`config.mk`:
```
export PLATFORM = sky130hd
export DESIGN_NAME = itt_regs
export DESIGN_NICKNAME = d
export VERILOG_FILES = /design/src/inc/itt_pkg.sv /design/src/inc/itt_pipe_if.sv /design/src/rtl/itt_marker_pipe.sv /design/src/rtl/itt_regs.sv
export SDC_FILE = /design/constraint.sdc
export NUM_CORES = 1
export LEC_CHECK = 0
export ABC_AREA = 1
export BUFFER_PORTS_ARGS = -buffer_cell sky130_fd_sc_hd__buf_2
export CAP_MARGIN = 10
export CORE_MARGIN = 5
export CORE_UTILIZATION = 35
export DETAILED_ROUTE_END_ITERATION = 8
export PLACE_DENSITY = 0.63
export SYNTH_ARGS = -nofsm -noshare
export SYNTH_HDL_FRONTEND = slang
export SYNTH_SLANG_ARGS = --single-unit
```
`constraint.sdc`:
```
create_clock -name core_clk -period 4.1 [get_ports core_clk]
set_input_delay 0.82 -clock core_clk [delete_from_list [all_inputs] [get_ports core_clk]]
set_output_delay 0.82 -clock core_clk [all_outputs]
set_load 0.02 [all_outputs]
```
`src/inc/itt_pkg.sv`:
```
/*
 * Constants for the interleave trim and sample marker register bank.
 * Assumes an 8-bit register port with 12-bit byte addresses.
 */
package itt_pkg;

    // ------------------------------------------------------------
    // Register port geometry
    // ------------------------------------------------------------
    localparam int ADDR_W = 12;
    localparam int DATA_W = 8;
    localparam int TRIM_W = 8;

    // ------------------------------------------------------------
    // Register offsets
    // ------------------------------------------------------------
    localparam logic [11:0] OFF_BANK0_DUAL = 12'h102;
    localparam logic [11:0] OFF_BANK0_SINGLE = 12'h103;
    localparam logic [11:0] OFF_BANK1_DUAL = 12'h112;
    localparam logic [11:0] OFF_BANK1_SINGLE = 12'h113;
    localparam logic [11:0] OFF_BANK4 = 12'h142;
    localparam logic [11:0] OFF_BANK5 = 12'h152;
    localparam logic [11:0] OFF_MARKER_CTRL = 12'h160;

    // ------------------------------------------------------------
    // Field layout and reset values
    // ------------------------------------------------------------
    localparam int MARKER_EN_BIT = 0;
    localparam logic [7:0] MARKER_CTRL_RESET = 8'h00;
    localparam logic [7:0] READ_IDLE = 8'h00;

    // ------------------------------------------------------------
    // Datapath defaults
    // ------------------------------------------------------------
    localparam int SAMPLE_W_DEF = 12;
    localparam int LATENCY_DEF = 4;

endpackage

```
`src/inc/itt_pipe_if.sv`:
```
/*
 * Carrier between the register bank and the sample marker pipeline.
 * Assumes both ends run on the same clock.
 */
`timescale 1ns/100ps

interface itt_pipe_if #(
    parameter int SAMPLE_W = 12
);
    logic [SAMPLE_W-1:0] sample_in;
    logic marker_in;
    logic marker_en;
    logic [SAMPLE_W-1:0] sample_out;

    modport src (
        output sample_in,
        output marker_in,
        output marker_en,
        input sample_out
    );

    modport pipe (
        input sample_in,
        input marker_in,
        input marker_en,
        output sample_out
    );
endinterface

```
`src/rtl/itt_marker_pipe.sv`:
```
/*
 * Delay line carrying samples and the timestamp marker side by side.
 * Assumes one sample per clock and a synchronous active-low reset.
 */
`timescale 1ns/100ps

module itt_marker_pipe #(
    parameter int SAMPLE_W = 12,
    parameter int LATENCY = 4
) (
    input wire logic core_clk,
    input wire logic resetn,
    itt_pipe_if.pipe pif
);

    initial begin
        if (SAMPLE_W < 2 || LATENCY < 1) begin
            $error("itt_marker_pipe: SAMPLE_W >= 2 and LATENCY >= 1");
        end
    end

    logic [SAMPLE_W-1:0] stage_sample [LATENCY];
    logic stage_marker [LATENCY];
    logic [SAMPLE_W-1:0] last_sample;
    logic last_marker;
    logic [SAMPLE_W-1:0] next_sample_out;

    assign last_sample = stage_sample[LATENCY-1];
    assign last_marker = stage_marker[LATENCY-1];

    // ------------------------------------------------------------
    // Marker rides the same stages as the sample, so they cannot skew
    // ------------------------------------------------------------
    assign next_sample_out = pif.marker_en
        ? {last_sample[SAMPLE_W-1:1], last_marker}
        : last_sample;

    always_ff @(posedge core_clk) begin
        if (!resetn) begin
            for (int i = 0; i < LATENCY; i++) begin
                stage_sample[i] <= '0;
                stage_marker[i] <= 1'b0;
            end
            pif.sample_out <= '0;
        end else begin
            stage_sample[0] <= pif.sample_in;
            stage_marker[0] <= pif.marker_in;
            for (int i = 1; i < LATENCY; i++) begin
                stage_sample[i] <= stage_sample[i-1];
                stage_marker[i] <= stage_marker[i-1];
            end
            pif.sample_out <= next_sample_out;
        end
    end

    // ------------------------------------------------------------
    // Checks
    // ------------------------------------------------------------
    logic [7:0] fill;

    always_ff @(posedge core_clk) begin
        if (!resetn) begin
            fill <= 8'h00;
        end else if (fill < 8'(LATENCY + 1)) begin
            fill <= fill + 8'h01;
        end
    end
endmodule

```
`src/rtl/itt_regs.sv`:
```
/*
 * Interleave timing trim and sample marker register bank.
 * Assumes a plain register port on core_clk, fuse values that are
 * stable while resetn is low, and one converter sample per clock.
 */
//
// Contract
// - Dual mode: bank 0 takes dual trim
// - Single mode: bank 0 takes single trim
// - Dual mode: bank 1 takes dual trim
// - Single mode: bank 1 takes single trim
// - Bank 4 trim applies in both modes
// - Bank 5 trim applies in both modes
// - Trims load fuse values, stay read/write
// - Control bit 0 puts marker on LSB
// - Marker latency equals sample latency
`timescale 1ns/100ps

module itt_regs #(
    parameter int SAMPLE_W = itt_pkg::SAMPLE_W_DEF,
    parameter int LATENCY = itt_pkg::LATENCY_DEF
) (
    input wire logic core_clk,
    input wire logic resetn,

    input wire logic [itt_pkg::ADDR_W-1:0] reg_addr,
    input wire logic [itt_pkg::DATA_W-1:0] reg_wdata,
    input wire logic reg_wr,
    input wire logic reg_rd,
    output logic [itt_pkg::DATA_W-1:0] reg_rdata,

    input wire logic single_channel_mode,

    input wire logic [itt_pkg::TRIM_W-1:0] fuse_bank0_dual,
    input wire logic [itt_pkg::TRIM_W-1:0] fuse_bank0_single,
    input wire logic [itt_pkg::TRIM_W-1:0] fuse_bank1_dual,
    input wire logic [itt_pkg::TRIM_W-1:0] fuse_bank1_single,
    input wire logic [itt_pkg::TRIM_W-1:0] fuse_bank4,
    input wire logic [itt_pkg::TRIM_W-1:0] fuse_bank5,

    output logic [itt_pkg::TRIM_W-1:0] bank0_timing,
    output logic [itt_pkg::TRIM_W-1:0] bank1_timing,
    output logic [itt_pkg::TRIM_W-1:0] bank4_timing,
    output logic [itt_pkg::TRIM_W-1:0] bank5_timing,

    input wire logic [SAMPLE_W-1:0] adc_sample,
    input wire logic marker_in,
    output logic [SAMPLE_W-1:0] sample_out,
    output logic marker_output_enable
);

    initial begin
        if (SAMPLE_W < 2 || SAMPLE_W > 16) begin
            $error("itt_regs: SAMPLE_W must be 2 to 16");
        end
        if (LATENCY < 1 || LATENCY > 200) begin
            $error("itt_regs: LATENCY must be 1 to 200");
        end
    end

    // ------------------------------------------------------------
    // Address decode
    // ------------------------------------------------------------
    function automatic logic hit(
        input logic [itt_pkg::ADDR_W-1:0] addr,
        input logic [itt_pkg::ADDR_W-1:0] off
    );
        hit = (addr == off);
    endfunction

    wire sel_b0_dual = hit(reg_addr, itt_pkg::OFF_BANK0_DUAL);
    wire sel_b0_single = hit(reg_addr, itt_pkg::OFF_BANK0_SINGLE);
    wire sel_b1_dual = hit(reg_addr, itt_pkg::OFF_BANK1_DUAL);
    wire sel_b1_single = hit(reg_addr, itt_pkg::OFF_BANK1_SINGLE);
    wire sel_b4 = hit(reg_addr, itt_pkg::OFF_BANK4);
    wire sel_b5 = hit(reg_addr, itt_pkg::OFF_BANK5);
    wire sel_ctrl = hit(reg_addr, itt_pkg::OFF_MARKER_CTRL);

    wire wr_b0_dual = reg_wr & sel_b0_dual;
    wire wr_b0_single = reg_wr & sel_b0_single;
    wire wr_b1_dual = reg_wr & sel_b1_dual;
    wire wr_b1_single = reg_wr & sel_b1_single;
    wire wr_b4 = reg_wr & sel_b4;
    wire wr_b5 = reg_wr & sel_b5;
    wire wr_ctrl = reg_wr & sel_ctrl;

    // ------------------------------------------------------------
    // Trim storage
    // ------------------------------------------------------------
    logic [itt_pkg::TRIM_W-1:0] bank0_dual_mode_trim;
    logic [itt_pkg::TRIM_W-1:0] bank0_single_mode_trim;
    logic [itt_pkg::TRIM_W-1:0] bank1_dual_mode_trim;
    logic [itt_pkg::TRIM_W-1:0] bank1_single_mode_trim;
    logic [itt_pkg::TRIM_W-1:0] bank4_trim;
    logic [itt_pkg::TRIM_W-1:0] bank5_trim;
    logic [itt_pkg::DATA_W-1:0] sample_marker_control;

    // Sync reset lets the fuse pins be sampled as data, not as a reset value
    always_ff @(posedge core_clk) begin
        if (!resetn) begin
            bank0_dual_mode_trim <= fuse_bank0_dual;
            bank0_single_mode_trim <= fuse_bank0_single;
        end else begin
            if (wr_b0_dual) begin
                bank0_dual_mode_trim <= reg_wdata;
            end
            if (wr_b0_single) begin
                bank0_single_mode_trim <= reg_wdata;
            end
        end
    end

    always_ff @(posedge core_clk) begin
        if (!resetn) begin
            bank1_dual_mode_trim <= fuse_bank1_dual;
            bank1_single_mode_trim <= fuse_bank1_single;
        end else begin
            if (wr_b1_dual) begin
                bank1_dual_mode_trim <= reg_wdata;
            end
            if (wr_b1_single) begin
                bank1_single_mode_trim <= reg_wdata;
            end
        end
    end

    always_ff @(posedge core_clk) begin
        if (!resetn) begin
            bank4_trim <= fuse_bank4;
            bank5_trim <= fuse_bank5;
        end else begin
            if (wr_b4) begin
                bank4_trim <= reg_wdata;
            end
            if (wr_b5) begin
                bank5_trim <= reg_wdata;
            end
        end
    end

    // Whole byte stored; only bit 0 steers the datapath
    always_ff @(posedge core_clk) begin
        if (!resetn) begin
            sample_marker_control <= itt_pkg::MARKER_CTRL_RESET;
        end else if (wr_ctrl) begin
            sample_marker_control <= reg_wdata;
        end
    end

    // ------------------------------------------------------------
    // Trim selection by clock phase
    // ------------------------------------------------------------
    // Channel A banks switch phase with the mode; channel B stays at 0 deg
    logic [itt_pkg::TRIM_W-1:0] next_bank0_timing;
    logic [itt_pkg::TRIM_W-1:0] next_bank1_timing;
    logic [itt_pkg::TRIM_W-1:0] next_bank4_timing;
    logic [itt_pkg::TRIM_W-1:0] next_bank5_timing;

    assign next_bank0_timing = single_channel_mode
        ? bank0_single_mode_trim
        : bank0_dual_mode_trim;
    assign next_bank1_timing = single_channel_mode
        ? bank1_single_mode_trim
        : bank1_dual_mode_trim;
    assign next_bank4_timing = bank4_trim;
    assign next_bank5_timing = bank5_trim;

    // In reset, follow the fuses so the timing is valid on release
    always_ff @(posedge core_clk) begin
        if (!resetn) begin
            bank0_timing <= single_channel_mode ? fuse_bank0_single : fuse_bank0_dual;
            bank1_timing <= single_channel_mode ? fuse_bank1_single : fuse_bank1_dual;
            bank4_timing <= fuse_bank4;
            bank5_timing <= fuse_bank5;
        end else begin
            bank0_timing <= next_bank0_timing;
            bank1_timing <= next_bank1_timing;
            bank4_timing <= next_bank4_timing;
            bank5_timing <= next_bank5_timing;
        end
    end

    // ------------------------------------------------------------
    // Read path
    // ------------------------------------------------------------
    // Data stand for exactly one cycle; unmapped offsets read zero
    logic [itt_pkg::DATA_W-1:0] read_mux;
    logic [itt_pkg::DATA_W-1:0] next_reg_rdata;

    assign read_mux =
        sel_b0_dual ? bank0_dual_mode_trim :
        sel_b0_single ? bank0_single_mode_trim :
        sel_b1_dual ? bank1_dual_mode_trim :
        sel_b1_single ? bank1_single_mode_trim :
        sel_b4 ? bank4_trim :
        sel_b5 ? bank5_trim :
        sel_ctrl ? sample_marker_control :
        itt_pkg::READ_IDLE;

    assign next_reg_rdata = reg_rd ? read_mux : itt_pkg::READ_IDLE;

    always_ff @(posedge core_clk) begin
        if (!resetn) begin
            reg_rdata <= itt_pkg::READ_IDLE;
        end else begin
            reg_rdata <= next_reg_rdata;
        end
    end

    // ------------------------------------------------------------
    // Sample marker datapath
    // ------------------------------------------------------------
    // Sync receiver enable lives elsewhere; software sets it too
    itt_pipe_if #(.SAMPLE_W(SAMPLE_W)) pif ();

    assign pif.sample_in = adc_sample;
    assign pif.marker_in = marker_in;
    assign pif.marker_en = sample_marker_control[itt_pkg::MARKER_EN_BIT];
    assign sample_out = pif.sample_out;
    assign marker_output_enable = sample_marker_control[itt_pkg::MARKER_EN_BIT];

    itt_marker_pipe #(
        .SAMPLE_W(SAMPLE_W),
        .LATENCY(LATENCY)
    ) u_pipe (
        .core_clk(core_clk),
        .resetn(resetn),
        .pif(pif.pipe)
    );
endmodule

```
==> metrics.txt, run 1 <==
Crit Path Max Fanout 17; Crit path max-delay family buffers and inverters; ys async rst share 0; crit-path cells buf_2, nor2_1, inv_2, nor3_4, nand3_2, buf_4, o21ai_0, buf_4; Largest Register u_pipe.stage_sample; clk slew on worst S/H paths 0.07 ns; antenna-violating nets left 0; first-pass GRT wire length 24.0 mm; Psw 0.930 mW; TritonCTS clock tree built; Critical Path AT 2.62 ns; GP Congestion 0.820; area leader, netlist dfxtp_1; buffer levels on the longest clock path 2; PD cells 470 nW/um^2; cts hold-fix bufs 0; # resized after CTS 0; syn_area_per_cell 8.33 sq um; switch share 0.259; most common cell after layout, fill and taps aside nand2_1; combinational power share 0.083; Core Box Area 17300 sq um; Netlist cell types 21; Mapped Area 6190 sq um; syn_nets ~830; Detail Placement HPWL 11.0 mm; post-synth top area share 0.362; Total GRT Usage 0.153; setup TNS 0 ns; Max-Cap Viols 0; r2r endpoint reg_rdata[0]; post-synthesis sequential area ratio 0.595; highest routed layer met5; WHS Endpoint u_pipe.pif.sample_out[4]; max_slew headroom 0.469; vias 5015; Hold Crit Class flop to flop; VDD IR-drop max between 0.0003 and 0.0004 V; most frequent cells in the layout nand2_1 (207), buf_2 (137), inv_1 (123); Achievable Freq 405 MHz; routed length per instance 13.8 um; Num CTS Buffers 17; post-layout minimum cycle time 2.47 ns; Tcrit/Tclk final 0.603; RSZ-0062 raised after global routing no; Largest regs u_pipe.stage_sample x48, u_pipe.pif.sample_out x12; top cells by area, synth dfxtp_1 (36%), edfxtp_1 (23%), nand2_1 (13%); num ports about 140; Clk network pwr share 0.425; WL met1 between 6 and 7 mm; crit path kind input port to flop; # nets final 960; Yosys warning count 0; vias in the first global route around 4700; initial DRC count roughly 330; final wirelength 15.3 mm; most used cell, CP buf_4; leakage approximately 4.0 nW; worst path required time around 4.3 ns; number of synthesized flops with an enable pin 48; endpoints failing hold 0; total congestion overflow 0; worst-margin pin slew 0.797 ns; initial antenna violation count 6; max reg flops 48; reg2reg start sample_marker_control[0]; DR pass1 iterations 5; Worst Hold Depth 2; max incr delay on CP 0.52 ns; outcome completed; Clock H-tree levels 4; fill count 1758; Initial Utilization 0.358; Max Slew Vio Count 0; share of layout cells above drive strength 1 0.212; maximum number of pins on one net before global-route repair 75; Flop pwr share 0.492; CTS Sinks 160; clock latency on the worst-skew pair between 0.4 and 0.5 ns; Die Ht 143 um; clk root buf clkbuf_16; critical hold path startpoint u_pipe.stage_sample[3][4]; flop2flop setup slack between 2 and 3 ns; Worst Reg2Reg Path Length in Cells 6; met3 routed WL between 1 and 1.5 mm; Vias/cell 4.51; Primary FF master, synth dfxtp_1; # setup viols final 0; crit path launch reg_addr[3]; Post-CTS Repair Setup Buffers 0; DIE AREA 20400 sq um; CP startpoint kind input port; Multi-input gate area around 1900 sq um; Antenna Cells 0; Internal about 2.7 mW; Post-Route Skew 0.0228 ns; FF+latch count, synth 160; Die Wd 143 um; Placement Rows 48; CP Buf/Inv Count 4; Tot Pwr ~3.6 mW; Syn Inst Count roughly 740; Port Buf Inserts ~140; slowest cell on the critical path o21ai_0; met2 wire length 7.15 mm; register area between 3000 and 4000 sq um; drt drc 0; critical path capture point type flop; area grow syn2layout 23.5%
through the flow:
stage                util  cell area (sq um)  instances  setup slack (ns)  hold slack, ns
global placement    0.409               7070       1080              1.22           0.392
floorplan               -               6190        743              1.39           0.390
finish              0.442               7640       1112              1.63           0.406
CTS                 0.442               7640       1112              1.62           0.406
global route        0.442               7640       1112              1.43           0.424
detailed placement  0.409               7070       1080              1.18           0.396
power by group through the flow:
stage,registers (mW),logic (mW),clock network (mW)
global route,1.78,0.335,1.64
finish,1.77,0.297,1.53
global placement,1.80,0.298,0
CTS,1.77,0.302,1.57
floorplan,1.84,0.133,0
detailed placement,1.80,0.301,0
logic make-up (layout without fill, tap and decap cells):
| logic type | count (synthesis) | after routing | synth area share |
|---|---|---|---|
| buffers and inverters | 160 | 304 | 0.0989 |
| AO/OA/AOI/OAI | 136 | 136 | 0.114 |
| flip-flops | 160 | 160 | 0.595 |
| AND/OR/NAND/NOR | 287 | 287 | 0.192 |
worst min-delay path, stage by stage, from the launching register on:
cell	delay [ns]
dfxtp_1	0.31
nand2_1	0.05
inv_1	0.04
worst max path at each step:
stage	endpoint	slack [ns]	cells past startpoint
after detailed placement	bank0_dual_mode_trim[1]	1.18	8
after global routing	bank0_dual_mode_trim[5]	1.43	8
after global placement	bank0_dual_mode_trim[1]	1.22	8
final	bank0_dual_mode_trim[5]	1.63	8
after CTS	bank0_dual_mode_trim[5]	1.62	8
after floorplan	bank0_dual_mode_trim[0]	1.39	6
synth_stat cells, types with 2 or more instances:
| library cell | instances |
|---|---|
| nand2_1 | 207 |
| inv_1 | 123 |
| dfxtp_1 | 112 |
| o21ai_0 | 63 |
| a21oi_1 | 55 |
| edfxtp_1 | 48 |
| nand3_1 | 45 |
| nor2_1 | 28 |
| clkbuf_1 | 27 |
| o21ai_1 | 9 |
| o21bai_1 | 8 |
| inv_2 | 4 |
| buf_2 | 3 |
| nor2_2 | 3 |
| nor3_4 | 2 |
layer usage:
layer,track usage,up-vias
met5,0,-
met4,0.0535,10
met3,0.0640,31
met2,0.246,168
met1,0.185,2211
li1,-,2595
area by class of cell:
type | instances | share of cell area
clock buffers | 18 | 0.0589
flip-flops and latches | 160 | 0.482
multi-input cells | 423 | 0.247
repair buffers | 144 | 0.0966
inverters | 128 | 0.0629
well taps | 225 | 0.0368
clock inverters | 14 | 0.0152
Note: power is estimated with default switching activity, not from simulation.
==> run 2: changes to the inputs <==
--- a/config.mk
+++ b/config.mk
@@ -11,7 +11,7 @@
 export CORE_MARGIN = 5
 export CORE_UTILIZATION = 35
 export DETAILED_ROUTE_END_ITERATION = 8
-export PLACE_DENSITY = 0.63
+export PLACE_DENSITY = 0.65
 export SYNTH_ARGS = -nofsm -noshare
 export SYNTH_HDL_FRONTEND = slang
 export SYNTH_SLANG_ARGS = --single-unit
==> constraint.sdc (replaced) <==
create_clock -name core_clk -period 2.25 [get_ports core_clk]
set_input_delay 0.45 -clock core_clk [delete_from_list [all_inputs] [get_ports core_clk]]
set_output_delay 0.45 -clock core_clk [all_outputs]
set_load 0.02 [all_outputs]
==> run 2 against run 1 <==
Compared with the run above: final cell count is 1.3% higher; cell area is 2.1% higher; sequential power is 82% higher; non-clock buffer count is 14 higher; worst setup slack worse by 0.88 ns; global-route usage hardly changed; highest routed layer unchanged.
==> metrics.txt, run 2 (synthesis gave the netlist of run 1 again) <==
buffer levels on the longest clock path 2; maximum number of pins on one net before global-route repair 68; Post-CTS Repair Setup Buffers 0; share of layout cells above drive strength 1 0.219; Crit Path Max Fanout 8; crit path kind input port to flop; PD cells 863 nW/um^2; most common cell after layout, fill and taps aside nand2_1; first-pass GRT wire length between 20 and 25 mm; clock latency on the worst-skew pair 0.42 ns; Die Ht 143 um; num ports 139; initial DRC count 226; Hold Crit Class input port to flop; clk root buf clkbuf_16; Clock H-tree levels 4; antenna-violating nets left 0; Critical Path AT 1.63 ns; outcome completed; fill count 1741; r2r endpoint reg_rdata[2]; DR pass1 iterations 5; Vias/cell approximately 4.5; Psw 1.55 mW; RSZ-0062 raised after global routing no; drt drc 0; DIE AREA roughly 20000 sq um; total congestion overflow 0; vias 5042; Worst Hold Depth 3; worst-margin pin slew 0.803 ns; final setup margin approximately 0.74 ns; reg2reg start bank4_trim[2]; Post-Route Skew 0.00860 ns; flop2flop setup slack 1.23 ns; setup TNS 0 ns; endpoints failing hold 0; most frequent cells in the layout nand2_1 (207), buf_2 (137), inv_1 (123); # resized after CTS 0; Num CTS Buffers 17; Port Buf Inserts around 140; critical path capture point type flop; Post-Place Setup Slack 0.326 ns; Tcrit/Tclk final 0.669; Placement Rows between 40 and 50; Die Wd 143 um; leakage 4.08 nW; max reg flops 48; # setup viols final 0; Flop pwr share 0.479; Max Slew Vio Count 0; area grow syn2layout 26.2%; CP startpoint kind input port; post-layout minimum cycle time 1.51 ns; routed length per instance 13.4 um; vias in the first global route approximately 4700; final wirelength 15.1 mm; Initial Utilization 0.358; Max-Cap Viols 0; Largest Register u_pipe.stage_sample; max_slew headroom 0.464; Clk network pwr share 0.439; Worst Reg2Reg Path Length in Cells 4; switch share 0.230; cts hold-fix bufs 0; Internal around 5.2 mW; GP Congestion about 0.86; Detail Placement HPWL 11.2 mm; initial antenna violation count 6; Largest regs u_pipe.stage_sample x48, u_pipe.pif.sample_out x12; combinational power share 0.082; worst path required time 2.37 ns; # nets final about 970; TritonCTS clock tree built; Achievable Freq 664 MHz; Tot Pwr 6.73 mW; CTS Sinks 160; WHS Endpoint u_pipe.stage_sample[0][7]; VDD IR-drop max between 0.0005 and 0.0006 V; critical hold path startpoint adc_sample[7]; Total GRT Usage 0.153; Core Box Area 17300 sq um; clk slew on worst S/H paths 0.06 ns
-- run 2: critical path: stages --
cell	delay (ns)
buf_2	0.09
nor2_1	0.16
inv_2	0.09
nor3_4	0.22
buf_4	0.20
nand2_1	0.07
o21ai_0	0.15
buf_4	0.20
-- run 2: through the flow --
| step | cell area (sq um) | instances | hold slack, ns | util |
|---|---|---|---|---|
| after floorplan | 6190 | 743 | 0.390 | - |
| after global placement | 7190 | 1094 | 0.391 | 0.416 |
| after detailed placement | 7190 | 1094 | 0.396 | 0.416 |
| after CTS | 7800 | 1125 | 0.195 | 0.451 |
| after global routing | 7800 | 1126 | 0.201 | 0.451 |
| final | 7800 | 1126 | 0.211 | 0.451 |
-- run 2: final cells by class --
| class | count | area [sq um] | area share |
|---|---|---|---|
| flip-flops and latches | 160 | 3680 | 0.472 |
| multi-input cells | 423 | 1890 | 0.242 |
| repair buffers | 158 | 856 | 0.110 |
| clock buffers | 25 | 518 | 0.0664 |
| inverters | 128 | 480 | 0.0616 |
| well taps | 225 | 282 | 0.0361 |
| clock inverters | 6 | 92.6 | 0.0119 |
| diodes | 1 | 2.50 | 0.000321 |
-- run 2: worst max-delay path by stage --
stage	start	end	slack, ns	depth (start not counted)
floorplan	reg_addr[3]	bank1_dual_mode_trim[0]	0.04	5
global placement	reg_addr[3]	bank1_dual_mode_trim[3]	0.33	8
detailed placement	reg_addr[3]	bank1_dual_mode_trim[2]	0.33	8
CTS	reg_addr[3]	bank1_dual_mode_trim[0]	0.77	8
global route	reg_addr[3]	bank1_dual_mode_trim[3]	0.62	8
finish	reg_addr[3]	bank1_dual_mode_trim[3]	0.74	8
-- run 2: power groups by stage --
stage          registers [mW]  logic [mW]  clock network [mW]
2_1_floorplan            3.35       0.243                   0
3_3_place_gp             3.29       0.552                   0
3_5_place_dp             3.29       0.557                   0
4_1_cts                  3.23       0.560                3.02
5_1_grt                  3.24       0.626                3.17
6_report                 3.22       0.552                2.96
-- run 2: routing by layer --
metal	vias to the layer above	share of wire	global-route usage	wire length, um
met5	-	0.0046	0	69
met4	10	0.016	0.0500	249
met3	27	0.095	0.0623	1440
met2	142	0.48	0.250	7180
met1	2239	0.41	0.183	6160
li1	2624	-	-	-
